### src/rtl/mcr_pkg.sv
// Constants for the monitor control, alert and fault register bank
package mcr_pkg;

  ////////////////////////////////////////////////////////////////////////////
  // Register offsets
  localparam logic [7:0] ADDR_SECONDARY_CONTROL = 8'h01;
  localparam logic [7:0] ADDR_ALERT_ENABLE      = 8'h02;
  localparam logic [7:0] ADDR_FAULT_LOG         = 8'h03;
  localparam logic [7:0] ADDR_RESOLUTION        = 8'h04;

  ////////////////////////////////////////////////////////////////////////////
  // Field positions of the secondary control and resolution registers
  localparam int CTL_ALERT_CLEAR_BIT = 7;
  localparam int CTL_CLEAR_ON_READ_BIT = 5;
  localparam int CTL_AUTO_WAKE_BIT = 4;
  localparam int CTL_PEAK_RESET_BIT = 3;
  localparam int CTL_SOFT_RESET_BIT = 0;
  localparam int RES_EIGHT_BIT = 7;

  // Writable-bit masks; the rest read as zero
  localparam logic [7:0] CTL_WRITE_MASK = 8'hb9;
  localparam logic [7:0] RES_WRITE_MASK = 8'h80;

  // Reset values
  localparam logic [7:0] CTL_RESET   = 8'h00;
  localparam logic [7:0] ALERT_RESET = 8'h00;
  localparam logic [7:0] FAULT_RESET = 8'h00;
  localparam logic [7:0] RES_RESET   = 8'h00;

  // Fault bit order: power max/min, shunt max/min, rail max/min, aux max/min
  localparam int FLT_POWER_HI = 7;
  localparam int FLT_POWER_LO = 6;
  localparam int FLT_SHUNT_HI = 5;
  localparam int FLT_SHUNT_LO = 4;
  localparam int FLT_RAIL_HI  = 3;
  localparam int FLT_RAIL_LO  = 2;
  localparam int FLT_AUX_HI   = 1;
  localparam int FLT_AUX_LO   = 0;

  // Measurement width of the compared values
  localparam int MEAS_W = 24;

endpackage

### src/rtl/mcr_regs.sv
// Control, alert-enable, fault-log and resolution register bank
`timescale 1ns/100ps
module mcr_regs (
  // Clock, reset, enable
  input  wire logic                      sys_clk,
  input  wire logic                      resetn,
  input  wire logic                      clk_en,
  // Register port from the bus engine
  input  wire logic                      reg_wr,
  input  wire logic                      reg_rd,
  input  wire logic [7:0]                reg_addr,
  input  wire logic [7:0]                reg_wdata,
  output logic      [7:0]                reg_rdata,
  // Bus events
  input  wire logic                      bus_addressed,
  input  wire logic                      stuck_bus_timeout,
  input  wire logic                      in_shutdown,
  // Channel-1 measurements and thresholds
  input  wire logic [mcr_pkg::MEAS_W-1:0] supply1_power_product,
  input  wire logic [mcr_pkg::MEAS_W-1:0] power_max,
  input  wire logic [mcr_pkg::MEAS_W-1:0] power_min,
  input  wire logic [mcr_pkg::MEAS_W-1:0] shunt1_differential_voltage,
  input  wire logic [mcr_pkg::MEAS_W-1:0] shunt_max,
  input  wire logic [mcr_pkg::MEAS_W-1:0] shunt_min,
  input  wire logic [mcr_pkg::MEAS_W-1:0] supply1_rail_voltage,
  input  wire logic [mcr_pkg::MEAS_W-1:0] rail_max,
  input  wire logic [mcr_pkg::MEAS_W-1:0] rail_min,
  input  wire logic [mcr_pkg::MEAS_W-1:0] aux_input_one,
  input  wire logic [mcr_pkg::MEAS_W-1:0] aux_max,
  input  wire logic [mcr_pkg::MEAS_W-1:0] aux_min,
  // Control outputs
  output logic                           alert_out,
  output logic                           wake_request,
  output logic                           peak_hold_reset,
  output logic                           soft_reset,
  output logic                           adc_eight_bit
);

  ////////////////////////////////////////////////////////////////////////////
  // State
  logic [7:0] secondary_control;       // Writable control bits
  logic [7:0] channel1_alert_enable;   // Alert mask
  logic [7:0] channel1_fault_log;      // Sticky fault bits
  logic [7:0] adc_resolution_select;   // Resolution bit
  logic [7:0] next_secondary_control;
  logic [7:0] next_alert_enable;
  logic [7:0] next_fault_log;
  logic [7:0] next_resolution;
  logic [7:0] next_rdata;
  logic       next_alert;
  logic       next_wake;
  logic       next_peak;
  logic       next_soft;
  logic       next_eight_bit;          // Resolution output next value
  logic [7:0] fault_now;               // Present fault conditions

  // Address match helper
  function automatic logic hit(input logic [7:0] a, input logic [7:0] off);
    hit = (a == off);
  endfunction

  ////////////////////////////////////////////////////////////////////////////
  // Fault condition comparators, strict inequalities
  always_comb begin
    fault_now = 8'h00;
    fault_now[mcr_pkg::FLT_POWER_HI] = supply1_power_product > power_max;
    fault_now[mcr_pkg::FLT_POWER_LO] = supply1_power_product < power_min;
    fault_now[mcr_pkg::FLT_SHUNT_HI] = shunt1_differential_voltage > shunt_max;
    fault_now[mcr_pkg::FLT_SHUNT_LO] = shunt1_differential_voltage < shunt_min;
    fault_now[mcr_pkg::FLT_RAIL_HI]  = supply1_rail_voltage > rail_max;
    fault_now[mcr_pkg::FLT_RAIL_LO]  = supply1_rail_voltage < rail_min;
    fault_now[mcr_pkg::FLT_AUX_HI]   = aux_input_one > aux_max;
    fault_now[mcr_pkg::FLT_AUX_LO]   = aux_input_one < aux_min;
  end

  ////////////////////////////////////////////////////////////////////////////
  // Next register values
  always_comb begin
    next_secondary_control = secondary_control;
    next_alert_enable      = channel1_alert_enable;
    next_fault_log         = channel1_fault_log;
    next_resolution        = adc_resolution_select;
    next_rdata             = reg_rdata;
    next_peak              = 1'b0;
    next_soft              = 1'b0;
    next_alert             = alert_out;
    next_wake              = 1'b0;
    // Read mux; unmapped offsets read as zero
    if (reg_rd) begin
      case (reg_addr)
        mcr_pkg::ADDR_SECONDARY_CONTROL: next_rdata = secondary_control;
        mcr_pkg::ADDR_ALERT_ENABLE:      next_rdata = channel1_alert_enable;
        mcr_pkg::ADDR_FAULT_LOG:         next_rdata = channel1_fault_log;
        mcr_pkg::ADDR_RESOLUTION:        next_rdata = adc_resolution_select;
        default:                         next_rdata = 8'h00;
      endcase
      // Clear-on-read of the fault log
      if (hit(reg_addr, mcr_pkg::ADDR_FAULT_LOG) &&
          secondary_control[mcr_pkg::CTL_CLEAR_ON_READ_BIT]) begin
        next_fault_log = 8'h00;
      end
    end
    // Register writes
    if (reg_wr) begin
      if (hit(reg_addr, mcr_pkg::ADDR_SECONDARY_CONTROL)) begin
        next_secondary_control = reg_wdata & mcr_pkg::CTL_WRITE_MASK;
        next_peak = reg_wdata[mcr_pkg::CTL_PEAK_RESET_BIT];
        next_soft = reg_wdata[mcr_pkg::CTL_SOFT_RESET_BIT];
      end
      if (hit(reg_addr, mcr_pkg::ADDR_ALERT_ENABLE)) begin
        next_alert_enable = reg_wdata;
      end
      if (hit(reg_addr, mcr_pkg::ADDR_FAULT_LOG)) begin
        next_fault_log = reg_wdata;
      end
      if (hit(reg_addr, mcr_pkg::ADDR_RESOLUTION)) begin
        next_resolution = reg_wdata & mcr_pkg::RES_WRITE_MASK;
      end
    end
    // New faults win over a host write or clear-on-read, not a soft reset; bits stay until cleared
    next_fault_log = next_fault_log | fault_now;
    // Alert: set by enabled faults, released on addressing when enabled
    if (bus_addressed && secondary_control[mcr_pkg::CTL_ALERT_CLEAR_BIT]) begin
      next_alert = 1'b0;
    end
    if ((fault_now & channel1_alert_enable) != 8'h00) begin
      next_alert = 1'b1;
    end
    // Wake from shutdown on stuck-bus timeout
    next_wake = stuck_bus_timeout && in_shutdown &&
                secondary_control[mcr_pkg::CTL_AUTO_WAKE_BIT];
    // Software reset returns control, mask, log, resolution and alert to defaults
    if (soft_reset) begin
      next_secondary_control = mcr_pkg::CTL_RESET;
      next_alert_enable      = mcr_pkg::ALERT_RESET;
      next_fault_log         = mcr_pkg::FAULT_RESET;
      next_resolution        = mcr_pkg::RES_RESET;
      next_alert             = 1'b0;
    end
    // Resolution output follows the stored select bit
    next_eight_bit = next_resolution[mcr_pkg::RES_EIGHT_BIT];
  end

  ////////////////////////////////////////////////////////////////////////////
  // Registers
  always_ff @(posedge sys_clk or negedge resetn) begin
    if (!resetn) begin
      secondary_control     <= mcr_pkg::CTL_RESET;
      channel1_alert_enable <= mcr_pkg::ALERT_RESET;
      channel1_fault_log    <= mcr_pkg::FAULT_RESET;
      adc_resolution_select <= mcr_pkg::RES_RESET;
      reg_rdata             <= 8'h00;
      alert_out             <= 1'b0;
      wake_request          <= 1'b0;
      peak_hold_reset       <= 1'b0;
      soft_reset            <= 1'b0;
      adc_eight_bit         <= 1'b0;
    end else if (clk_en) begin
      secondary_control     <= next_secondary_control;
      channel1_alert_enable <= next_alert_enable;
      channel1_fault_log    <= next_fault_log;
      adc_resolution_select <= next_resolution;
      reg_rdata             <= next_rdata;
      alert_out             <= next_alert;
      wake_request          <= next_wake;
      peak_hold_reset       <= next_peak;
      soft_reset            <= next_soft;
      adc_eight_bit         <= next_eight_bit;
    end
  end
endmodule

### config.mk
export PLATFORM = sky130hd
export DESIGN_NAME = mcr_regs
export DESIGN_NICKNAME = d
export VERILOG_FILES = /design/src/rtl/mcr_pkg.sv /design/src/rtl/mcr_regs.sv
export SDC_FILE = /design/constraint.sdc
export NUM_CORES = 1
export LEC_CHECK = 0
export BUFFER_PORTS_ARGS = -buffer_cell sky130_fd_sc_hd__buf_2
export CAP_MARGIN = 20
export CORE_AREA = 8 8 125 127
export CTS_BUF_LIST = sky130_fd_sc_hd__clkbuf_8 sky130_fd_sc_hd__clkbuf_16
export DETAILED_ROUTE_END_ITERATION = 8
export DIE_AREA = 0 0 133 135
export GPL_TIMING_DRIVEN = 0
export PLACE_DENSITY_LB_ADDON = 0.2
export RECOVER_POWER = 50
export SYNTH_ARGS = -nofsm -noshare
export SYNTH_HDL_FRONTEND = slang
export SYNTH_SLANG_ARGS = --single-unit
### constraint.sdc
create_clock -name sys_clk -period 2.3 [get_ports sys_clk]
set_clock_uncertainty 0.15 [all_clocks]
set_input_delay 0.46 -clock sys_clk [delete_from_list [all_inputs] [get_ports sys_clk]]
set_output_delay 0.46 -clock sys_clk [all_outputs]
set_load 0.005 [all_outputs]
Yosys cells after proc, flatten, opt, wreduce, memory -nomap -nowiden
Index checks and enable logic that the tools add are counted.
{ "op_classes": {"order_cmp": 8, "eq_ne": 4, "n_mux": 22, "n_bitwise": 2, "reduce_logical": 15} }
{ "ops": {"columns": ["op", "count"], "rows": [
  ["2-to-1 mux 8 bit", 14],
  ["> comparator 24 bit", 4],
  ["< comparator 24 bit", 4],
  ["case mux 8 bit (4 select lines)", 1],
  ["== test 8 x 2 -> 1 bit (second input constant)", 2],
  ["AND reduction 3 bit", 3],
  ["bitwise AND 8 bit", 1],
  ["== test 8 x 1 -> 1 bit (second input constant)", 1],
  ["== test 8 x 3 -> 1 bit (second input constant)", 1],
  ["OR 8 bit", 1],
  ["nonzero test 2 bit", 4],
  ["nonzero test 8 bit", 1],
  ["2-to-1 mux 1 bit", 7],
  ["logical AND 1 bit", 4],
  ["AND reduction 2 bit", 2],
  ["nonzero test 3 bit", 1]
]} }
{ "word_totals": {"regBits": 44, "elab_cells": 61} }

Depth between registers and ports, before layout
{ "logic_depth": {"depth_word": 8, "depth_mapped": 9, "mapped_depth_nobuf": 9} }

Least setup slack after synthesis
Ideal clock, no wire load.
{ "synth_path": {"path_kind": "input -> register", "from": "input port shunt_max[22] (netlist bit)", "to": "register alert_out", "setup_time_ns": 0.145, "arrival_time_ns": 2.028, "required_time_ns": 2.005, "setup_slack_ns": -0.023, "cell_stages": 9, "cell_sequence": "inv_1 > ha_1 > a21oi_1 > nand2_1 > a221o_1 > a211oi_2 > a21oi_2 > a2111oi_4 > a32oi_1"} }
{ "synth_via": {"elab_chain_len": 5} }
{ "synth_rtl": {"columns": ["element", "line", "rtl"], "rows": [
  ["from (decl)", "mcr_regs.sv:23", "input wire logic [mcr_pkg::MEAS_W-1:0] shunt_max,"],
  ["> comparator 24 bit (*)", "mcr_regs.sv:68", "fault_now[mcr_pkg::FLT_SHUNT_HI] = shunt1_differential_voltage > shunt_max;"],
  ["bitwise AND 8 bit (*)", "mcr_regs.sv:126", "if ((fault_now & channel1_alert_enable) != 8'h00) begin"],
  ["nonzero test 8 bit (*)", "mcr_regs.sv:126", null],
  ["nonzero test 3 bit (no source line) / 2-to-1 mux 1 bit (equally long branches)", null, null],
  ["AND reduction 2 bit (no source line) / 2-to-1 mux 1 bit (equally long branches)", null, null],
  ["to (signal assigned)", "mcr_regs.sv:164", "alert_out <= next_alert;"],
  ["to (decl)", "mcr_regs.sv:32", "output logic alert_out,"]
]} }
Mark *: on every way between the ends. The rest lies on a longest branch, timed or not.
A chain may end at the register's enable or synchronous reset.

Worst setup path in the final report
{ "layout_path": {"from": "input port aux_min[18] (netlist bit)", "to": "register alert_out"} }
{ "layout_via": {"elab_chain_len": 5} }
{ "layout_rtl": {"columns": ["element", "line", "rtl"], "rows": [
  ["from (decl)", "mcr_regs.sv:30", "input wire logic [mcr_pkg::MEAS_W-1:0] aux_min,"],
  ["< comparator 24 bit (*)", "mcr_regs.sv:73", "fault_now[mcr_pkg::FLT_AUX_LO] = aux_input_one < aux_min;"],
  ["bitwise AND 8 bit (*)", "mcr_regs.sv:126", null],
  ["nonzero test 8 bit (*)", "mcr_regs.sv:126", null],
  ["nonzero test 3 bit (no source line) / 2-to-1 mux 1 bit (equally long branches)", null, null],
  ["AND reduction 2 bit (no source line) / 2-to-1 mux 1 bit (equally long branches)", null, null]
]} }
Marks and branches as above.

==> run metrics <==
total routing resource utilization after global routing=21.4%; mean post-synth cell area=7.59 um^2; Initial Utilization=47.2%; WP data required=2.29 ns; total of hold buffers inserted after clock tree synthesis=0; net count after synthesis=1346; violation count after the first detailed-routing iteration=160; source-to-sink clock delay at the later pin of the worst-skew pair=0.28 ns; unrepaired setup endpoints after global routing=true; endpoint kind of the worst setup timing path=flip-flop; total of warnings raised by yosys=0; ys async rst share=100%; Die Wd=133 um; transition time of the tightest slew-check pin=0.859 ns; Inserted Clock Buffers=5; TritonCTS Sinks=34; maximum VDD drop=0.313 mV; global route total overflow=0; ANT nets after route=0; library cell contributing the largest single delay on the critical path=sky130_fd_sc_hd__a2111oi_2; Die ar.=0.0180 mm^2; placed cell count=1348; flop and latch count out of synthesis=34; maximum number of pins on one net before global-route repair=35; Seq. cell area=851 um^2; gp weighted congestion=0.905; clock period minus final worst setup slack=2.28 ns; type of origin of the critical path=input port; cell count after synthesis=846; area used by multi-input combinational logic=0.00495 mm^2; NumNets Final=1682; via count normalized by instance count=5.01; post-route core utilization=63.6%; vias in the first global route=6923; Routed WL per cell=14.9 um; cell family with the largest share of critical-path delay=compound AO/OA/AOI/OAI gates; CP Data Arrival Time=2.27 ns; Hold WC Path Type=input port to async pin; number of slew-limit violations in the final report=0; Worst-path clk slew=0.05 ns; buffers added on ports=322; initial antenna violation count=6; hold violation count in the final report=0; H-tree depth reported by CTS=2; Max Freq=0.439 GHz; number of buffers between clock root and the deepest sink=2; overall power of the completed layout=0.00253 W; run status=complete, no violations; leakage component of the power=5.15 nW; fill cell count=1299; Final Setup Violations=0; crit path kind=input port to flip-flop; ratio of cells with drive above 1 in the final layout=31.9%; DRT Wirelength=20.3 mm; CTS tree=yes; ys flop type=sky130_fd_sc_hd__dfrtp_1; commonest cells after routing, fill and taps aside=sky130_fd_sc_hd__buf_2 (309), sky130_fd_sc_hd__inv_1 (195), sky130_fd_sc_hd__ha_1 (182); count of pins on the block boundary=325; largest stage delay on the critical path=0.33 ns; # Max-Cap Violations=0; number of enable-type register cells in the synthesized netlist=0; diodes inserted=0; die extent in y=135 um; library cell used as clock root buffer=sky130_fd_sc_hd__clkbuf_16; post-synthesis instance area=0.00642 mm^2; vias after detailed routing=6834; Synth cell types=52; Slew Limit Headroom=42.7%; power density over the cells=292 mW/mm^2; Row Count=43; final critical-path share of the clock period=99.0%; crit path max fanout=2; area growth from synthesis to layout=34.9%; ordered list of cells on the worst path=buf_6 > inv_2 > ha_4 > nand4_1 > nor4_2 > o21ai_1 > o211ai_1 > nor2_1 > a2111oi_2 > a32oi_1; Core Box Area=0.0136 mm^2; most common cell after layout, fill and taps aside=sky130_fd_sc_hd__buf_2; combined buffer and inverter count along the critical path=2; Detailed Place HPWL=18.2 mm; post-detailed-route DRC marker count=0; sequential fraction of the synthesis area=13.3%; drt pass-1 iters=4; post-route non-filler standard cell count=1363; global-route wire length before repair=31.8 mm
power by group:
part	total, W	switching, W	internal [W]	leakage, nW
clock	0.000661	0.000237	0.000424	0.0780
sequential	0.000653	0.0000243	0.000629	0.413
combinational	0.00121	0.000616	0.000598	4.66
final timing paths:
kind	startpoint	to	slack, ns	depth (start not counted)
max in group asynchronous	resetn	reg_rdata[6]	1.33	1
max	aux_min[18]	alert_out	0.02	10
min	resetn	reg_rdata[0]	0.14	1
min in group sys_clk	reg_wdata[2]	channel1_alert_enable[2]	0.28	3
min reg2reg	reg_rdata[1]	reg_rdata[1]	0.33	2
max reg2reg	soft_reset	channel1_alert_enable[5]	0.23	5
kinds of logic after synthesis:
| group | Yosys count | synth area share (%) |
|---|---|---|
| AOI/OAI and AO/OA | 205 | 19.9 |
| buffers and inverters | 204 | 12.0 |
| and+or+nand+nor | 198 | 15.4 |
| adders and majority gates | 188 | 36.6 |
| DFF | 34 | 13.3 |
| muxes | 17 | 2.83 |
flip-flops by register name, summed over array words and instances (netlist names):
signal and count:
adc_eight_bit 1, alert_out 1, channel1_alert_enable 8, channel1_fault_log 8, peak_hold_reset 1, reg_rdata 8, secondary_control 5, soft_reset 1
wake_request 1
stage by stage:
step           TNS [ns]  hold WS, ns  setup WS [ns]  instance area, um^2
2_1_floorplan         0       0.0144         0.0104                 6440
3_3_place_gp      -2.43        0.308         -0.431                 8270
3_5_place_dp      -2.46        0.320         -0.498                 8270
4_1_cts               0        0.129        0.00306                 8490
5_1_grt          -0.174        0.201        -0.0965                 8660
6_report              0        0.135         0.0240                 8660
final cells by class:
class | count | share of cell area, %
multi-input cells | 608 | 57.2
repair buffers | 329 | 19.8
flip-flops and latches | 34 | 9.82
inverters | 198 | 8.58
well taps | 180 | 2.60
clock buffers | 6 | 1.60
plain buffers | 6 | 0.318
clock inverters | 2 | 0.101
worst register-to-register path, stage by stage (launching register included):
cell	delay (ns)
sky130_fd_sc_hd__dfrtp_1	0.38
sky130_fd_sc_hd__clkbuf_1	0.38
sky130_fd_sc_hd__inv_1	0.23
sky130_fd_sc_hd__a21oi_2	0.26
sky130_fd_sc_hd__buf_4	0.21
sky130_fd_sc_hd__mux2_2	0.34
Yosys cell counts, types with 3 or more instances:
cell type	instances	area, um^2
sky130_fd_sc_hd__nand2_1	71	267
sky130_fd_sc_hd__o211ai_1	7	52.6
sky130_fd_sc_hd__nor2_1	32	120
sky130_fd_sc_hd__nand3_1	22	110
sky130_fd_sc_hd__dfrtp_1	34	851
sky130_fd_sc_hd__a211oi_1	9	67.6
sky130_fd_sc_hd__nor4_1	5	31.3
sky130_fd_sc_hd__ha_1	188	2350
sky130_fd_sc_hd__nand4_1	30	188
sky130_fd_sc_hd__a21oi_1	84	420
sky130_fd_sc_hd__nor3_1	9	45.0
sky130_fd_sc_hd__a21boi_0	3	22.5
sky130_fd_sc_hd__a21oi_2	3	26.3
sky130_fd_sc_hd__a21o_1	16	120
sky130_fd_sc_hd__mux2_2	8	90.1
sky130_fd_sc_hd__mux2i_1	8	80.1
sky130_fd_sc_hd__o31ai_1	4	30.0
sky130_fd_sc_hd__nand2b_1	4	25.0
sky130_fd_sc_hd__a22oi_1	4	30.0
sky130_fd_sc_hd__o21ai_1	3	15.0
sky130_fd_sc_hd__a22o_1	4	35.0
sky130_fd_sc_hd__nor2b_1	12	75.1
sky130_fd_sc_hd__o21ai_0	49	245
sky130_fd_sc_hd__inv_1	198	743
sky130_fd_sc_hd__clkbuf_1	4	15.0
routing by layer:
layer / track usage [%] / up-vias / part of all wire [%]
met2: 39.9 / 210 / 50
met3: 7.06 / 25 / 7.9
met5: 0 / - / 0.38
met4: 3.34 / 12 / 1.0
li1: - / 3614 / -
met1: 23.4 / 2973 / 40
timing repair:
action,CTS,global route
gates cloned,0,0
endpoints found under the hold margin,0,0
buffers inserted,2,5
pin swaps,8,18
resized for setup,8,31
endpoints found under the setup margin,2,10
Power figures use the tool's default switching activity.
